<file path="src/inc/pwt_pkg.sv">
// Constants, register map and types for the periodic wakeup timer.
package pwt_pkg;

  // Register indices on the byte-wide register port.
  localparam logic [2:0] ADDR_CTRL = 3'h0;
  localparam logic [2:0] ADDR_TRIM = 3'h1;
  localparam logic [2:0] ADDR_RATE_HI = 3'h2;
  localparam logic [2:0] ADDR_RATE_LO = 3'h3;

  // Field positions in periodic_timer_control.
  localparam int CTRL_CLK_SEL = 7;
  localparam int CTRL_WAVE_SEL = 4;
  localparam int CTRL_EXT_EN = 3;
  localparam int CTRL_RUN = 2;
  localparam int CTRL_IRQ_EN = 1;
  localparam int CTRL_FLAG = 0;

  // Field positions in rc_clock_trim.
  localparam int TRIM_LSB = 2;
  localparam int TRIM_MSB = 7;
  localparam int TRIM_W = TRIM_MSB - TRIM_LSB + 1;

  // Reset values.
  localparam logic CTRL_BIT_RESET = 1'b0;
  localparam logic [15:0] RATE_RESET = 16'h0000;
  localparam logic [TRIM_W-1:0] TRIM_RESET = 6'h00;

  // Timing: system clock and nominal untrimmed autonomous RC clock.
  localparam int CLK_PERIOD_NS = 50;
  localparam int RC_PERIOD_NS = 50000;
  localparam int RC_DIV_NOM = (RC_PERIOD_NS + CLK_PERIOD_NS - 1) / CLK_PERIOD_NS;
  localparam int RC_TRIM_STEP = 10;
  localparam int GATE_RC_EDGES = 2;

  typedef enum logic [1:0] {
    ST_IDLE = 2'b00,
    ST_GATE = 2'b01,
    ST_RUN = 2'b10
  } pwt_state_t;

  // Last tick index of a period: a period is 2*(rate+1) ticks.
  function automatic logic [16:0] period_last(input logic [15:0] rate);
    period_last = {rate, 1'b1};
  endfunction

endpackage

</file>
<file path="src/pwt_rc_osc.sv">
// Trimmable autonomous RC clock, modelled as an enable pulse divider.
`timescale 1ns/1ps
`default_nettype none
module pwt_rc_osc #(
  parameter int DIV_NOM = pwt_pkg::RC_DIV_NOM,
  parameter int TRIM_STEP = pwt_pkg::RC_TRIM_STEP
) (
  input wire logic clock,
  input wire logic reset_n,
  input wire logic [pwt_pkg::TRIM_W-1:0] trim,
  output logic rc_tick
);

  logic [11:0] div_w;
  logic [11:0] cnt_r;

  // Higher signed trim shortens the period, so frequency rises monotonically.
  assign div_w = 12'(DIV_NOM - ($signed(trim) * TRIM_STEP));

  always_ff @(posedge clock or negedge reset_n) begin
    if (!reset_n) begin
      cnt_r <= 12'h000;
      rc_tick <= 1'b0;
    end else if (cnt_r >= div_w - 12'h001) begin
      cnt_r <= 12'h000;
      rc_tick <= 1'b1;
    end else begin
      cnt_r <= cnt_r + 12'h001;
      rc_tick <= 1'b0;
    end
  end

endmodule
`default_nettype wire

</file>
<file path="src/pwt_timer.sv">
// Periodic wakeup timer top: registers, clock gating, period counter, pin.
//
// Contract
// Bit 7 picks RC clock or bus clock.
// Clock select writable only while timer stopped.
// Bit 2 starts and stops the timer.
// Timeout flag sets at each period end.
// Flag clears on write one only.
// Interrupt enable gates flag onto request.
// External bit routes waveform only while running.
// Pulse option: half-minimum-period pulse per period.
// Clock option: square wave, twice period.
// Bit 4 selects pulse or clock waveform.
// Trim is six-bit signed in bits 7:2.
// Trim raises RC frequency monotonically.
// Trim loads from flash after reset.
// Period is 2*(rate+1) counter clock ticks; on the RC clock the code counts RC/2, giving 4*(rate+1) RC periods.
// Rate writable only while timer stopped.
// RC start delayed two to three cycles.
// Waveform select zero pulse, one clock.
// Control bits and flag reset to zero.
`timescale 1ns/1ps
`default_nettype none
module pwt_timer #(
  parameter int RC_DIV_NOM = pwt_pkg::RC_DIV_NOM,
  parameter int RC_TRIM_STEP = pwt_pkg::RC_TRIM_STEP
) (
  input wire logic clock,
  input wire logic reset_n,
  input wire logic [2:0] reg_addr,
  input wire logic [7:0] reg_wdata,
  input wire logic reg_wr,
  input wire logic reg_rd,
  output logic [7:0] reg_rdata,
  input wire logic [pwt_pkg::TRIM_W-1:0] flash_trim,
  output logic timer_irq,
  output logic timer_wave_pin
);

  // Control register fields.
  logic timer_clock_select_r;
  logic waveform_select_r;
  logic waveform_external_enable_r;
  logic timer_run_enable_r;
  logic timeout_irq_enable_r;
  logic timeout_flag_r;

  logic [pwt_pkg::TRIM_W-1:0] rc_trim_value_r;
  logic trim_load_r;
  logic [15:0] period_rate_value_r;

  pwt_pkg::pwt_state_t state_r;
  pwt_pkg::pwt_state_t state_nxt;
  logic [1:0] gate_cnt_r;
  logic half_r;
  logic [16:0] cnt_r;

  logic rc_tick;
  logic tick_w;
  logic bus_tick_w;
  logic rc_half_tick_w;
  logic [16:0] period_last_w;
  logic period_end_w;
  logic running_w;
  logic gate_done_w;
  logic wave_level;
  logic pin_route_w;
  logic wr_ctrl_w;
  logic wr_trim_w;
  logic wr_rate_hi_w;
  logic wr_rate_lo_w;
  logic flag_clear_w;
  logic clk_sel_open_w;
  logic [7:0] rd_mux_w;

  // True when the given strobe is high and the index matches.
  function automatic logic reg_hit(
    input logic strobe,
    input logic [2:0] addr,
    input logic [2:0] idx
  );
    reg_hit = strobe && (addr == idx);
  endfunction

  // Places the control fields at their bit positions; bits 6 and 5 read zero.
  function automatic logic [7:0] ctrl_image(
    input logic clk_sel,
    input logic wave_sel,
    input logic ext_en,
    input logic run,
    input logic irq_en,
    input logic flag
  );
    ctrl_image = 8'h00;
    ctrl_image[pwt_pkg::CTRL_CLK_SEL] = clk_sel;
    ctrl_image[pwt_pkg::CTRL_WAVE_SEL] = wave_sel;
    ctrl_image[pwt_pkg::CTRL_EXT_EN] = ext_en;
    ctrl_image[pwt_pkg::CTRL_RUN] = run;
    ctrl_image[pwt_pkg::CTRL_IRQ_EN] = irq_en;
    ctrl_image[pwt_pkg::CTRL_FLAG] = flag;
  endfunction

  assign wr_ctrl_w = reg_hit(reg_wr, reg_addr, pwt_pkg::ADDR_CTRL);
  assign wr_trim_w = reg_hit(reg_wr, reg_addr, pwt_pkg::ADDR_TRIM);
  assign wr_rate_hi_w = reg_hit(reg_wr, reg_addr, pwt_pkg::ADDR_RATE_HI);
  assign wr_rate_lo_w = reg_hit(reg_wr, reg_addr, pwt_pkg::ADDR_RATE_LO);
  assign flag_clear_w = wr_ctrl_w && reg_wdata[pwt_pkg::CTRL_FLAG];

  // Switching clocks under a running count would corrupt the period, so the
  // select is frozen while running and also on the write that starts it.
  assign clk_sel_open_w = wr_ctrl_w && !timer_run_enable_r && !reg_wdata[pwt_pkg::CTRL_RUN];

  // A stopped timer keeps the pin low even with the external bit set.
  assign pin_route_w = waveform_external_enable_r && timer_run_enable_r;

  // Fields that software may change at any time except the clock select, which opens only while stopped; one register each.
  always_ff @(posedge clock or negedge reset_n) begin
    if (!reset_n) begin
      waveform_select_r <= pwt_pkg::CTRL_BIT_RESET;
    end else if (wr_ctrl_w) begin
      waveform_select_r <= reg_wdata[pwt_pkg::CTRL_WAVE_SEL];
    end
  end

  always_ff @(posedge clock or negedge reset_n) begin
    if (!reset_n) begin
      waveform_external_enable_r <= pwt_pkg::CTRL_BIT_RESET;
    end else if (wr_ctrl_w) begin
      waveform_external_enable_r <= reg_wdata[pwt_pkg::CTRL_EXT_EN];
    end
  end

  always_ff @(posedge clock or negedge reset_n) begin
    if (!reset_n) begin
      timer_run_enable_r <= pwt_pkg::CTRL_BIT_RESET;
    end else if (wr_ctrl_w) begin
      timer_run_enable_r <= reg_wdata[pwt_pkg::CTRL_RUN];
    end
  end

  always_ff @(posedge clock or negedge reset_n) begin
    if (!reset_n) begin
      timeout_irq_enable_r <= pwt_pkg::CTRL_BIT_RESET;
    end else if (wr_ctrl_w) begin
      timeout_irq_enable_r <= reg_wdata[pwt_pkg::CTRL_IRQ_EN];
    end
  end

  always_ff @(posedge clock or negedge reset_n) begin
    if (!reset_n) begin
      timer_clock_select_r <= pwt_pkg::CTRL_BIT_RESET;
    end else if (clk_sel_open_w) begin
      timer_clock_select_r <= reg_wdata[pwt_pkg::CTRL_CLK_SEL];
    end
  end

  // A period end in the same cycle as a clearing write keeps the flag set.
  always_ff @(posedge clock or negedge reset_n) begin
    if (!reset_n) begin
      timeout_flag_r <= pwt_pkg::CTRL_BIT_RESET;
    end else if (period_end_w) begin
      timeout_flag_r <= 1'b1;
    end else if (flag_clear_w) begin
      timeout_flag_r <= 1'b0;
    end
  end

  // Rate bytes are ignored while the timer runs.
  always_ff @(posedge clock or negedge reset_n) begin
    if (!reset_n) begin
      period_rate_value_r <= pwt_pkg::RATE_RESET;
    end else if (!timer_run_enable_r) begin
      if (wr_rate_hi_w) begin
        period_rate_value_r[15:8] <= reg_wdata;
      end
      if (wr_rate_lo_w) begin
        period_rate_value_r[7:0] <= reg_wdata;
      end
    end
  end

  // The flash value is sampled on the first edge after reset release; the
  // register port is not expected to be used on that edge.
  always_ff @(posedge clock or negedge reset_n) begin
    if (!reset_n) begin
      trim_load_r <= 1'b1;
      rc_trim_value_r <= pwt_pkg::TRIM_RESET;
    end else if (trim_load_r) begin
      trim_load_r <= 1'b0;
      rc_trim_value_r <= flash_trim;
    end else if (wr_trim_w) begin
      rc_trim_value_r <= reg_wdata[pwt_pkg::TRIM_MSB:pwt_pkg::TRIM_LSB];
    end
  end

  pwt_rc_osc #(
    .DIV_NOM(RC_DIV_NOM),
    .TRIM_STEP(RC_TRIM_STEP)
  ) u_rc_osc (
    .clock(clock),
    .reset_n(reset_n),
    .trim(rc_trim_value_r),
    .rc_tick(rc_tick)
  );

  // Run sequencing. The RC path waits for two RC edges, mimicking the
  // synchronous gate release; the phase of the RC clock adds up to one more.
  always_comb begin
    state_nxt = state_r;
    case (state_r)
      pwt_pkg::ST_IDLE: begin
        if (timer_run_enable_r) begin
          state_nxt = timer_clock_select_r ? pwt_pkg::ST_RUN : pwt_pkg::ST_GATE;
        end
      end
      pwt_pkg::ST_GATE: begin
        if (!timer_run_enable_r) begin
          state_nxt = pwt_pkg::ST_IDLE;
        end else if (gate_done_w) begin
          state_nxt = pwt_pkg::ST_RUN;
        end
      end
      pwt_pkg::ST_RUN: begin
        if (!timer_run_enable_r) begin
          state_nxt = pwt_pkg::ST_IDLE;
        end
      end
      default: begin
        state_nxt = pwt_pkg::ST_IDLE;
      end
    endcase
  end

  always_ff @(posedge clock or negedge reset_n) begin
    if (!reset_n) begin
      state_r <= pwt_pkg::ST_IDLE;
    end else begin
      state_r <= state_nxt;
    end
  end

  always_ff @(posedge clock or negedge reset_n) begin
    if (!reset_n) begin
      gate_cnt_r <= 2'h0;
    end else if (state_r != pwt_pkg::ST_GATE) begin
      gate_cnt_r <= 2'h0;
    end else if (rc_tick) begin
      gate_cnt_r <= gate_cnt_r + 2'h1;
    end
  end

  // The RC path counts on the RC clock divided by two.
  always_ff @(posedge clock or negedge reset_n) begin
    if (!reset_n) begin
      half_r <= 1'b0;
    end else if (!running_w) begin
      half_r <= 1'b0;
    end else if (rc_tick) begin
      half_r <= ~half_r;
    end
  end

  // The gate opens on the RC edge that completes the release count.
  assign gate_done_w = rc_tick && (gate_cnt_r == 2'(pwt_pkg::GATE_RC_EDGES - 1));
  assign running_w = (state_r == pwt_pkg::ST_RUN);

  // The bus path ticks every cycle; an RC tick spans two RC periods, which
  // halves the resolution of RC periods in exchange for a symmetric pulse.
  assign bus_tick_w = timer_clock_select_r;
  assign rc_half_tick_w = rc_tick && half_r;
  assign tick_w = running_w && (bus_tick_w || rc_half_tick_w);

  assign period_last_w = pwt_pkg::period_last(period_rate_value_r);
  assign period_end_w = tick_w && (cnt_r == period_last_w);

  always_ff @(posedge clock or negedge reset_n) begin
    if (!reset_n) begin
      cnt_r <= 17'h00000;
    end else if (!running_w) begin
      cnt_r <= 17'h00000;
    end else if (period_end_w) begin
      cnt_r <= 17'h00000;
    end else if (tick_w) begin
      cnt_r <= cnt_r + 17'h00001;
    end
  end

  pwt_wave_gen u_wave_gen (
    .clock(clock),
    .reset_n(reset_n),
    .active(running_w),
    .tick(tick_w),
    .period_end(period_end_w),
    .wave_sel(waveform_select_r),
    .wave_level(wave_level)
  );

  always_ff @(posedge clock or negedge reset_n) begin
    if (!reset_n) begin
      timer_wave_pin <= 1'b0;
    end else begin
      timer_wave_pin <= pin_route_w && wave_level;
    end
  end

  always_ff @(posedge clock or negedge reset_n) begin
    if (!reset_n) begin
      timer_irq <= 1'b0;
    end else begin
      timer_irq <= timeout_irq_enable_r && timeout_flag_r;
    end
  end

  // Unused bits and unmapped addresses read as zero.
  always_comb begin
    rd_mux_w = 8'h00;
    case (reg_addr)
      pwt_pkg::ADDR_CTRL: begin
        rd_mux_w = ctrl_image(timer_clock_select_r, waveform_select_r,
                              waveform_external_enable_r, timer_run_enable_r,
                              timeout_irq_enable_r, timeout_flag_r);
      end
      pwt_pkg::ADDR_TRIM: begin
        rd_mux_w[pwt_pkg::TRIM_MSB:pwt_pkg::TRIM_LSB] = rc_trim_value_r;
      end
      pwt_pkg::ADDR_RATE_HI: begin
        rd_mux_w = period_rate_value_r[15:8];
      end
      pwt_pkg::ADDR_RATE_LO: begin
        rd_mux_w = period_rate_value_r[7:0];
      end
      default: begin
        rd_mux_w = 8'h00;
      end
    endcase
  end

  always_ff @(posedge clock or negedge reset_n) begin
    if (!reset_n) begin
      reg_rdata <= 8'h00;
    end else if (reg_rd) begin
      reg_rdata <= rd_mux_w;
    end else begin
      reg_rdata <= 8'h00;
    end
  end

endmodule
`default_nettype wire

</file>
<file path="src/pwt_wave_gen.sv">
// Pulse or square-clock waveform built from timer ticks and period ends.
`timescale 1ns/1ps
`default_nettype none
module pwt_wave_gen (
  input wire logic clock,
  input wire logic reset_n,
  input wire logic active,
  input wire logic tick,
  input wire logic period_end,
  input wire logic wave_sel,
  output logic wave_level
);

  logic pulse_r;
  logic square_r;

  // The pulse spans one tick, which is half of the shortest period.
  always_ff @(posedge clock or negedge reset_n) begin
    if (!reset_n) begin
      pulse_r <= 1'b0;
    end else if (!active) begin
      pulse_r <= 1'b0;
    end else if (period_end) begin
      pulse_r <= 1'b1;
    end else if (tick) begin
      pulse_r <= 1'b0;
    end
  end

  always_ff @(posedge clock or negedge reset_n) begin
    if (!reset_n) begin
      square_r <= 1'b0;
    end else if (!active) begin
      square_r <= 1'b0;
    end else if (period_end) begin
      square_r <= ~square_r;
    end
  end

  assign wave_level = wave_sel ? square_r : pulse_r;

endmodule
`default_nettype wire

</file>
<file path="config.mk">
export PLATFORM = sky130hd
export DESIGN_NAME = pwt_timer
export DESIGN_NICKNAME = d
export VERILOG_FILES = /design/src/inc/pwt_pkg.sv /design/src/pwt_rc_osc.sv /design/src/pwt_timer.sv /design/src/pwt_wave_gen.sv
export SDC_FILE = /design/constraint.sdc
export NUM_CORES = 1
export LEC_CHECK = 0
export BUFFER_PORTS_ARGS = -buffer_cell sky130_fd_sc_hd__buf_2
export CAP_MARGIN = 20
export CORE_MARGIN = 2
export CORE_UTILIZATION = 37
export DETAILED_ROUTE_END_ITERATION = 7
export HOLD_SLACK_MARGIN = 0.15
export SYNTH_ARGS = -nofsm -noshare
export SYNTH_HDL_FRONTEND = slang
export SYNTH_HIERARCHICAL = 1
export SYNTH_SLANG_ARGS = --single-unit
</file>
<file path="constraint.sdc">
create_clock -name clock -period 4.4 [get_ports clock]
set_clock_uncertainty 0.15 [all_clocks]
set_input_delay 0.88 -clock clock [delete_from_list [all_inputs] [get_ports clock]]
set_output_delay 0.88 -clock clock [all_outputs]
set_load 0.02 [all_outputs]
</file>
Word-level counts from Yosys, hierarchy flattened. Cells that the tools add are included.

Add/subtract/negate cells: 5. Multipliers: 1. Magnitude comparators: 1. Eq/ne operators: 14. Mux-type cells: 28. Bitwise operators: 3. Reduce and logical (&&, ||, !) cells: 25.

Operator list (count): $mux W17 (3); $pmux W6 S4 (1); $add A17 B1 Y17 const B (1); $eq A17 B17 Y1 (1); $logic_and A1 B1 Y1 (14); $mux W2 (7); $add A12 B1 Y12 const B (1); $ge A12 B12 Y1 (1); $mux W12 (1); $mux W6 (2); $pmux W2 S3 (2); $sub A11 B12 Y12 const A (1); $sub A12 B1 Y12 const B (1); $mux W1 (11); $mul A6 B4 Y10 const B (1); $mux W8 (1); $eq A3 B2 Y1 const B (2); $ne A2 B2 Y1 const B (3); $ne A3 B3 Y1 const B (2); $reduce_bool A2 Y1 (3); $eq A2 B1 Y1 const B (2); $ne A2 B1 Y1 const B (2); $reduce_and A2 Y1 (2); $eq A3 B1 Y1 const B (1); 8 further kinds (11).

Register bits: 76. Input bits: 21. Output and inout port bits: 10.

Depth between registers and ports, before layout. Gate-level depths: netlist of the first run.

Word-level depth: 6. Gate-level depth with buffers: 15. Depth with buffers taken out: 14.

Hierarchy. The synthesis of the first run kept the hierarchy.

Modules (own cells, without submodules): pwt_timer (instances 1, cells an instance 302, area an instance 3194.3 µm², sequential area each 1527.7 µm²); pwt_rc_osc (instances 1, cells an instance 124, area an instance 1178.6 µm², sequential area each 325.3 µm²); pwt_wave_gen (instances 1, cells an instance 7, area an instance 90.1 µm², sequential area each 50.0 µm²).

Worst setup path before layout of the first run. Ideal clock, no wire load.

Path kind: flip-flop to flip-flop. From: register rc_trim_value_r[1] (netlist name). To: register u_rc_osc.cnt_r[10]. Arrival time: 3725 ps. Required time: 4178 ps. Path slack: 452 ps. Stages on the path, launching flop included: 15. Buffers on the path: 1. Cells stage by stage: dfrtp_1 ha_1 ha_1 fa_1 o21ai_0 and2b_1 or4b_4 mux2_4 o21ai_2 ha_1 a21o_1 a221oi_1 nand2_1 clkbuf_1 nor2_1.

Word-level cells in the longest chain between the ends: 5.

Ends and longest elaborated chain: start, declared (RTL line pwt_timer.sv:48) `logic [pwt_pkg::TRIM_W-1:0] rc_trim_value_r;`; start signal, assigned (RTL line pwt_timer.sv:187) `rc_trim_value_r <= pwt_pkg::TRIM_RESET;`; start signal, assigned (RTL line pwt_timer.sv:190) `rc_trim_value_r <= flash_trim;`; start signal, assigned (RTL line pwt_timer.sv:192) `rc_trim_value_r <= reg_wdata[pwt_pkg::TRIM_MSB:pwt_pkg::TRIM_LSB];`; $mul A6 B4 Y10 (RTL line pwt_rc_osc.sv:18) `assign div_w = 12'(DIV_NOM - ($signed(trim) * TRIM_STEP));`; $sub A11 B12 Y12 (RTL line pwt_rc_osc.sv:18); $sub A12 B1 Y12 (RTL line pwt_rc_osc.sv:24) `end else if (cnt_r >= div_w - 12'h001) begin`; $ge A12 B12 Y1 (RTL line pwt_rc_osc.sv:24); $mux W12 (RTL line pwt_rc_osc.sv:24); end signal, assigned (RTL line pwt_rc_osc.sv:28) `cnt_r <= cnt_r + 12'h001;`; end, declared (RTL line pwt_rc_osc.sv:15) `logic [11:0] cnt_r;`.

Every way passes these cells. A chain may end at the register's enable or synchronous reset.

Final worst setup path of the first run.
From: register rc_trim_value_r[1] (netlist name). To: register u_rc_osc.cnt_r[3].

The elaborated chain is that of the path after synthesis.

==> results of run 1 <==
-- through the flow --
step | total power (W) | TNS, ps | instances | instance area (um^2) | hold WS, ps
4_1_cts | 0.00226 | 0 | 608 | 4990 | 355
3_3_place_gp | 0.00153 | 0 | 592 | 4710 | 332
3_5_place_dp | 0.00155 | 0 | 592 | 4710 | 344
6_report | 0.00224 | 0 | 609 | 5010 | 360
5_1_grt | 0.00239 | -176 | 609 | 5010 | 390
2_1_floorplan | 0.00138 | 0 | 433 | 4460 | 312
-- state kept, by name, summed over array words and instances (netlist names), 2 cells and up --
| register | flops |
|---|---|
| reg_rdata | 8 |
| state_r | 2 |
| cnt_r | 17 |
| u_rc_osc/cnt_r | 12 |
| rc_trim_value_r | 6 |
| period_rate_value_r | 16 |
| gate_cnt_r | 2 |
-- synthesized netlist by cell type, types with 3 or more instances --
| cell type | n |
|---|---|
| nand2b_1 | 4 |
| and3_1 | 6 |
| o22a_1 | 3 |
| nor2b_1 | 6 |
| buf_2 | 15 |
| nand2_1 | 42 |
| xor2_1 | 32 |
| nor3_1 | 5 |
| a22oi_1 | 4 |
| nor2_1 | 39 |
| mux2_2 | 26 |
| nand4_1 | 11 |
| nor3b_1 | 3 |
| xnor2_1 | 11 |
| o221ai_1 | 8 |
| dfrtp_1 | 75 |
| nor4_2 | 3 |
| and2_1 | 9 |
| a21o_1 | 5 |
| and4_1 | 3 |
| inv_1 | 7 |
| mux2i_1 | 12 |
| a21oi_1 | 9 |
| nand3_1 | 20 |
| ha_1 | 25 |
| o21ai_0 | 9 |
-- what timing repair did --
item	4_1_cts	5_1_grt
endpoints found under the setup margin	0	12
gates resized for setup	0	3
endpoints found under the hold margin	0	0
-- worst max-delay path by stage --
| stage | endpoint | slack, ps | cells past startpoint |
|---|---|---|---|
| after floorplan | u_rc_osc/cnt_r[10] | 450 | 14 |
| after global placement | u_rc_osc/cnt_r[3] | 250 | 14 |
| final | u_rc_osc/cnt_r[3] | 180 | 13 |
| after CTS | u_rc_osc/cnt_r[3] | 100 | 14 |
| after global routing | u_rc_osc/cnt_r[8] | -40 | 14 |
| after detailed placement | u_rc_osc/cnt_r[3] | 150 | 14 |
-- layer usage --
layer,global-route usage,part of all wire,vias up
met5,0,0,-
met4,0.0553,0.014,0
met3,0.0521,0.039,10
met2,0.267,0.48,42
met1,0.220,0.47,1650
li1,-,-,1593
-- critical path: cells and delay by family (launching register included) --
kind                     cells  cell delay [ps]
adder cells (fa/ha/maj)      4             1330
AND/OR/NAND/NOR              4             1070
AO/OA/AOI/OAI                4              850
flip-flops                   1              420
multiplexers                 1              320
-- area by class of cell --
class / count / area (um^2)
clock buffers: 11 / 243
clock inverters: 5 / 35.0
fillers: 1155 / 6910
inverters: 7 / 26.3
multi-input cells: 331 / 2450
flip-flops and latches: 76 / 1900
well taps: 147 / 184
repair buffers: 32 / 168
-- kinds of logic after synthesis --
logic type / synth area share
buffers and inverters: 0.0286
muxes: 0.103
xor gates and xnor gates: 0.0844
adders and majority gates: 0.0746
AOI/OAI and AO/OA: 0.0908
DFF: 0.426
other: 0.000840
and+or+nand+nor: 0.191
-- power groups by stage --
| stage | sequential [W] | combinational (W) | clock [W] |
|---|---|---|---|
| 6_report | 0.000948 | 0.000599 | 0.000693 |
| 5_1_grt | 0.000965 | 0.000681 | 0.000746 |
| 4_1_cts | 0.000947 | 0.000598 | 0.000719 |
| 3_5_place_dp | 0.000959 | 0.000591 | 0 |
| 3_3_place_gp | 0.000955 | 0.000574 | 0 |
| 2_1_floorplan | 0.000915 | 0.000462 | 0 |
-- layout by cell type (no fill, tap or decap), types with 2 or more instances in the layout --
cell       netlist  final
o21ai_1          2      2
and4_1           3      3
xnor2_1         11     11
a21o_1           5      5
buf_2           15     29
nand2_2          0      2
xor2_1          32     32
a21boi_0         2      2
nor4_1           2      2
o21ai_0          9      9
dfrtp_1         75     75
and3_1           6      6
nand3_1         20     20
nand2_1         42     41
o21a_1           2      2
mux2i_1         12     12
clkbuf_16        0      9
nor2b_1          6      6
buf_4            0      3
o31ai_1          2      2
inv_6            0      2
nor4_2           3      3
o22a_1           3      3
a22oi_1          4      4
o221ai_1         8      8
nor3_1           5      5
mux2_2          26     26
ha_1            25     25
inv_1            7      7
and2_1           9      9
nor3b_1          3      3
a21oi_1          9      9
nor2_1          39     39
nand4_1         11     11
clkinv_2         0      2
nand2b_1         4      4
==> flow_summary.ini, run 1 <==
[outcome]
status = complete, no violations

[yosys]
synth_top_area_share = 0.421
seq_area_frac_synth = 0.426
synthTopCellsByArea = dfrtp_1 (42%), ha_1 (7.0%), mux2_2 (6.6%)
synth.distinct_cells = 60
synth-seq-cells = 76
syn_area_um2 = 4460
synth_ff_type = dfrtp_1
synth-edff-count = 0
syn_area_per_cell_um2 = 10.3
synth_nets = 480
yosys_warnings = 6
synthCells = 433
yosysTopAreaCell = dfrtp_1
async_flop_share = 1.00

[clocking]
ctsHtreeMaxLevel = 3
cts.clk_slew.worst_paths_ps = 60
cts_tree = built
cts_hold_buf = 0
clkLatencyLatePin_ps = 340
cts.sinks = 76
clock_tree.root_cell = clkbuf_16
cts_buffers = 9
cts_setup_buffers = 0
clockBufferDepth = 2

[floorplanning]
dieWidth_um = 114
core-area_um2 = 11900
io_pins = 31
die_h_um = 114
rows = 40
dieArea_um2 = 13000
start_util = 0.375

[critical_path]
path_max_fanout = 6
required_ps = 4520
cp_data_arrival_time_ps = 4330
r2r_cells = 13
crit_start = rc_trim_value_r[1]
crit_type = register to register
worst_setup_path_start_kind = register
worst_path_largest_cell_delay_ps = 550
end_kind = register
r2r_setup_slack_ps = 180
crit_top_cell = ha_1
cpMaxStageDelayCell = fa_1
r2r_start = rc_trim_value_r[1]
crit_chain = ha_1, ha_1, fa_1, o21ai_0, and2b_1, or4b_4, mux2_4, o21ai_2, ha_1, a21o_1, a221oi_2, nand2_2, nor2_1
rr_endpoint = u_rc_osc/cnt_r[3]

[layout]
drive_above_1_share = 0.193
antennaDiodeCount = 0
utilization = 0.420
layout.nets = 504
syn2layout_area_growth_pct = 12.2

[timing]
period_needed_ps = 4220
hold_viol_final = 0
drv_slew = 0
fin_crit_sh = 0.959
setup_viol = 0
fmax_ghz = 0.237
rsz0062_at_grt = true
worst_slew_pin_slew_ps = 975
setup_slack_ps = 182
slew_headroom = 0.350

[route]
dr.pass1.iters = 4
num_vias = 3295
route.detailed.drc = 0
dr.first_iter.drc_count = 125
drt-total-wl_mm = 10.2
wl_per_cell_um = 16.7
vias_per_cell = 5.41
route.antenna.remaining_nets = 0

[global_route]
track_usage = 0.168
antenna_found_initial = 0
grt_overflow = 0
grt_pass1_wl_mm = 17.0
grt_max_degree = 77
first_global_vias = 3328

[power_and_ir_drop]
p_leak_nw = 2.34
internal-power_w = 0.00149
pwr-share-clk = 0.309
vdd_drop_max_mv = 0.383
p_sw_w = 0.000753
switching_share = 0.336
seq_power_share = 0.423
combPwrFrac = 0.267
pwr_density_cell_nw_per_um2 = 447

[placement]
place.gp.congestion = 0.828
place_ws_ps = 153
io_buffers = 30
hpwl_mm = 7.32

[hold_path]
whs_endpoint = state_r[0]
min_path_type = register to register
worstHoldStart = state_r[1]
holdPathStages = 1

[flow_run]
cap_violations = 0
Power figures use the tool's default switching activity.
==> inputs of run 2 (changes only) <==
--- a/config.mk
+++ b/config.mk
@@ -7,7 +7,7 @@
 export LEC_CHECK = 0
 export BUFFER_PORTS_ARGS = -buffer_cell sky130_fd_sc_hd__buf_2
 export CAP_MARGIN = 20
-export CORE_MARGIN = 2
+export CORE_MARGIN = 5
 export CORE_UTILIZATION = 37
 export DETAILED_ROUTE_END_ITERATION = 7
 export HOLD_SLACK_MARGIN = 0.15
==> run 2 against run 1 <==
Net effect:
- register-to-register slack better by 60 ps
- first-iteration DRC count up 21%
- maximum frequency rose by 1.5%
- global-route usage decreased by 1.7 points
- count of clock-buffer cells in the layout down 2
- total power up 4.1%
- critical endpoint is now u_rc_osc/cnt_r[2]
- critical path depth increased by 1
- final cell count unchanged
- routed wire length up 1.5%
- combinational power is 1% lower
- setup slack better by 64 ps
- non-clock buffer count rose by 1
==> flow_summary.ini, run 2 (same netlist as run 1, synthesis figures left out) <==
[outcome]
status = complete, no violations

[route]
dr.first_iter.drc_count = 151
route.antenna.remaining_nets = 0
num_vias = 3294
route.detailed.drc = 0
vias_per_cell = 5.41
drt-total-wl_mm = 10.3
wl_per_cell_um = 17.0
dr.pass1.iters = 4

[critical_path]
end_kind = register
r2r_start = rc_trim_value_r[1]
crit_start = rc_trim_value_r[1]
path_max_fanout = 6
crit_type = register to register
crit_chain = ha_1, ha_1, fa_1, o21ai_0, and2b_1, or4b_4, mux2_4, o21ai_2, ha_1, nand3_1, nor3_1, a221oi_2, nand2_2, nor2_1
cpMaxStageDelayCell = fa_1
cp_data_arrival_time_ps = 4270
crit_top_cell = ha_1
required_ps = 4520
worst_setup_path_start_kind = register
worst_path_largest_cell_delay_ps = 550

[layout]
layout.nets = 505
drive_above_1_share = 0.195
largest-register = cnt_r
top_regs = cnt_r: 17 flops, period_rate_value_r: 16 flops, u_rc_osc/cnt_r: 12 flops
fillers = 1139
mostFrequentLayoutCells = dfrtp_1 (75), nand2_1 (41), nor2_1 (39), xor2_1 (32), buf_2 (29)
utilization = 0.426
layout_commonest_cell = dfrtp_1
syn2layout_area_growth_pct = 13.6
antennaDiodeCount = 0
final_cell_area_um2 = 5070
regArea_um2 = 1900
largest_reg_flops = 17
multi_input_area_um2 = 2450

[global_route]
track_usage = 0.152
grt_pass1_wl_mm = 17.2
first_global_vias = 3390
grt_max_degree = 77
grt_overflow = 0
antenna_found_initial = 0

[clocking]
clkLatencyLatePin_ps = 340
clock_tree.root_cell = clkbuf_16
cts.sinks = 76
cts.clk_slew.worst_paths_ps = 60
clockBufferDepth = 2
ctsHtreeMaxLevel = 3
cts_buffers = 9
cts_tree = built
cts_hold_buf = 0
cts_setup_buffers = 0

[timing]
drv_slew = 0
setup_tns_ps = 0
hold_viol_final = 0
period_needed_ps = 4150
setup_viol = 0
slew_headroom = 0.352
fin_crit_sh = 0.944
fmax_ghz = 0.241
worst_slew_pin_slew_ps = 959

[floorplanning]
dieArea_um2 = 14400
io_pins = 31
start_util = 0.375
rows = 40
core-area_um2 = 11900
dieWidth_um = 120
die_h_um = 120

[power_and_ir_drop]
seq_power_share = 0.407
p_leak_nw = 2.37
switching_share = 0.321
combPwrFrac = 0.254
vdd_drop_max_mv = 0.405
pwr-share-clk = 0.339
internal-power_w = 0.00158
p_sw_w = 0.000748
pwr_density_cell_nw_per_um2 = 460

[flow_run]
cap_violations = 0

[placement]
place.gp.congestion = 0.855
hpwl_mm = 7.54
dpl_cell_area_um2 = 4710
io_buffers = 30

[hold_path]
min_path_type = input pin to async pin
==> run 2: cell types whose count changed in the layout (fill, tap and decap cells not counted) <==
cell / delta
bufinv_16: +2
buf_16: +1
clkbuf_1: -1
clkbuf_8: -1
clkinv_2: -1
clkinvlp_4: +1
inv_6: -1
==> run 2: area by class of cell <==
type,instances,share of cell area
Clock buffer,9,0.0444
Clock inverter,6,0.0175
Inverter,7,0.00518
Multi-Input combinational cell,331,0.483
Sequential cell,76,0.375
Tap cell,147,0.0363
Timing Repair Buffer,33,0.0385
==> run 2: timing repair <==
action	in CTS	in global routing
hold endpoints to repair	0	0
endpoints found under the setup margin	0	12
resized for setup	0	3
==> run 2: per-stage QoR <==
step	instances	worst slack, ps	hold slack [ps]	power [W]
after floorplan	433	452	312	0.00138
after global placement	592	256	335	0.00153
after detailed placement	592	146	346	0.00155
after CTS	607	123	357	0.00235
after global routing	609	-3.00	174	0.00249
final	609	246	189	0.00233
==> run 2: critical path: cells and delay by family (launching register included) <==
family	cells	cell delay, ps
multiplexers	1	320
AND/OR/NAND/NOR	6	1220
flip-flops	1	420
AO/OA/AOI/OAI	3	640
adder cells (fa/ha/maj)	4	1330
==> run 2: worst paths after layout <==
check	end	slack [ps]	cells past startpoint
max	u_rc_osc/cnt_r[2]	250	14
max in group asynchronous	trim_load_r	3320	2
min	reg_rdata[5]	190	1
min reg2reg	state_r[0]	360	1
min in group clock	state_r[0]	360	1
max reg2reg	u_rc_osc/cnt_r[2]	250	14
==> run 2: power groups by stage <==
stage	Sequential, W	Combinational (W)	Clock (W)
floorplan	0.000915	0.000462	0
global placement	0.000956	0.000573	0
detailed placement	0.000959	0.000589	0
CTS	0.000948	0.000594	0.000812
global route	0.000966	0.000678	0.000842
finish	0.000948	0.000593	0.000790
==> run 2: metal layers <==
metal  part of all wire  vias up  GRT usage  routed length [um]
met1               0.46     1646      0.192                4740
met4              0.015        0     0.0530                 156
met5                  0        -          0                   0
li1                   -     1584          -                   -
met2               0.48       52      0.248                5010
met3              0.041       12     0.0452                 428
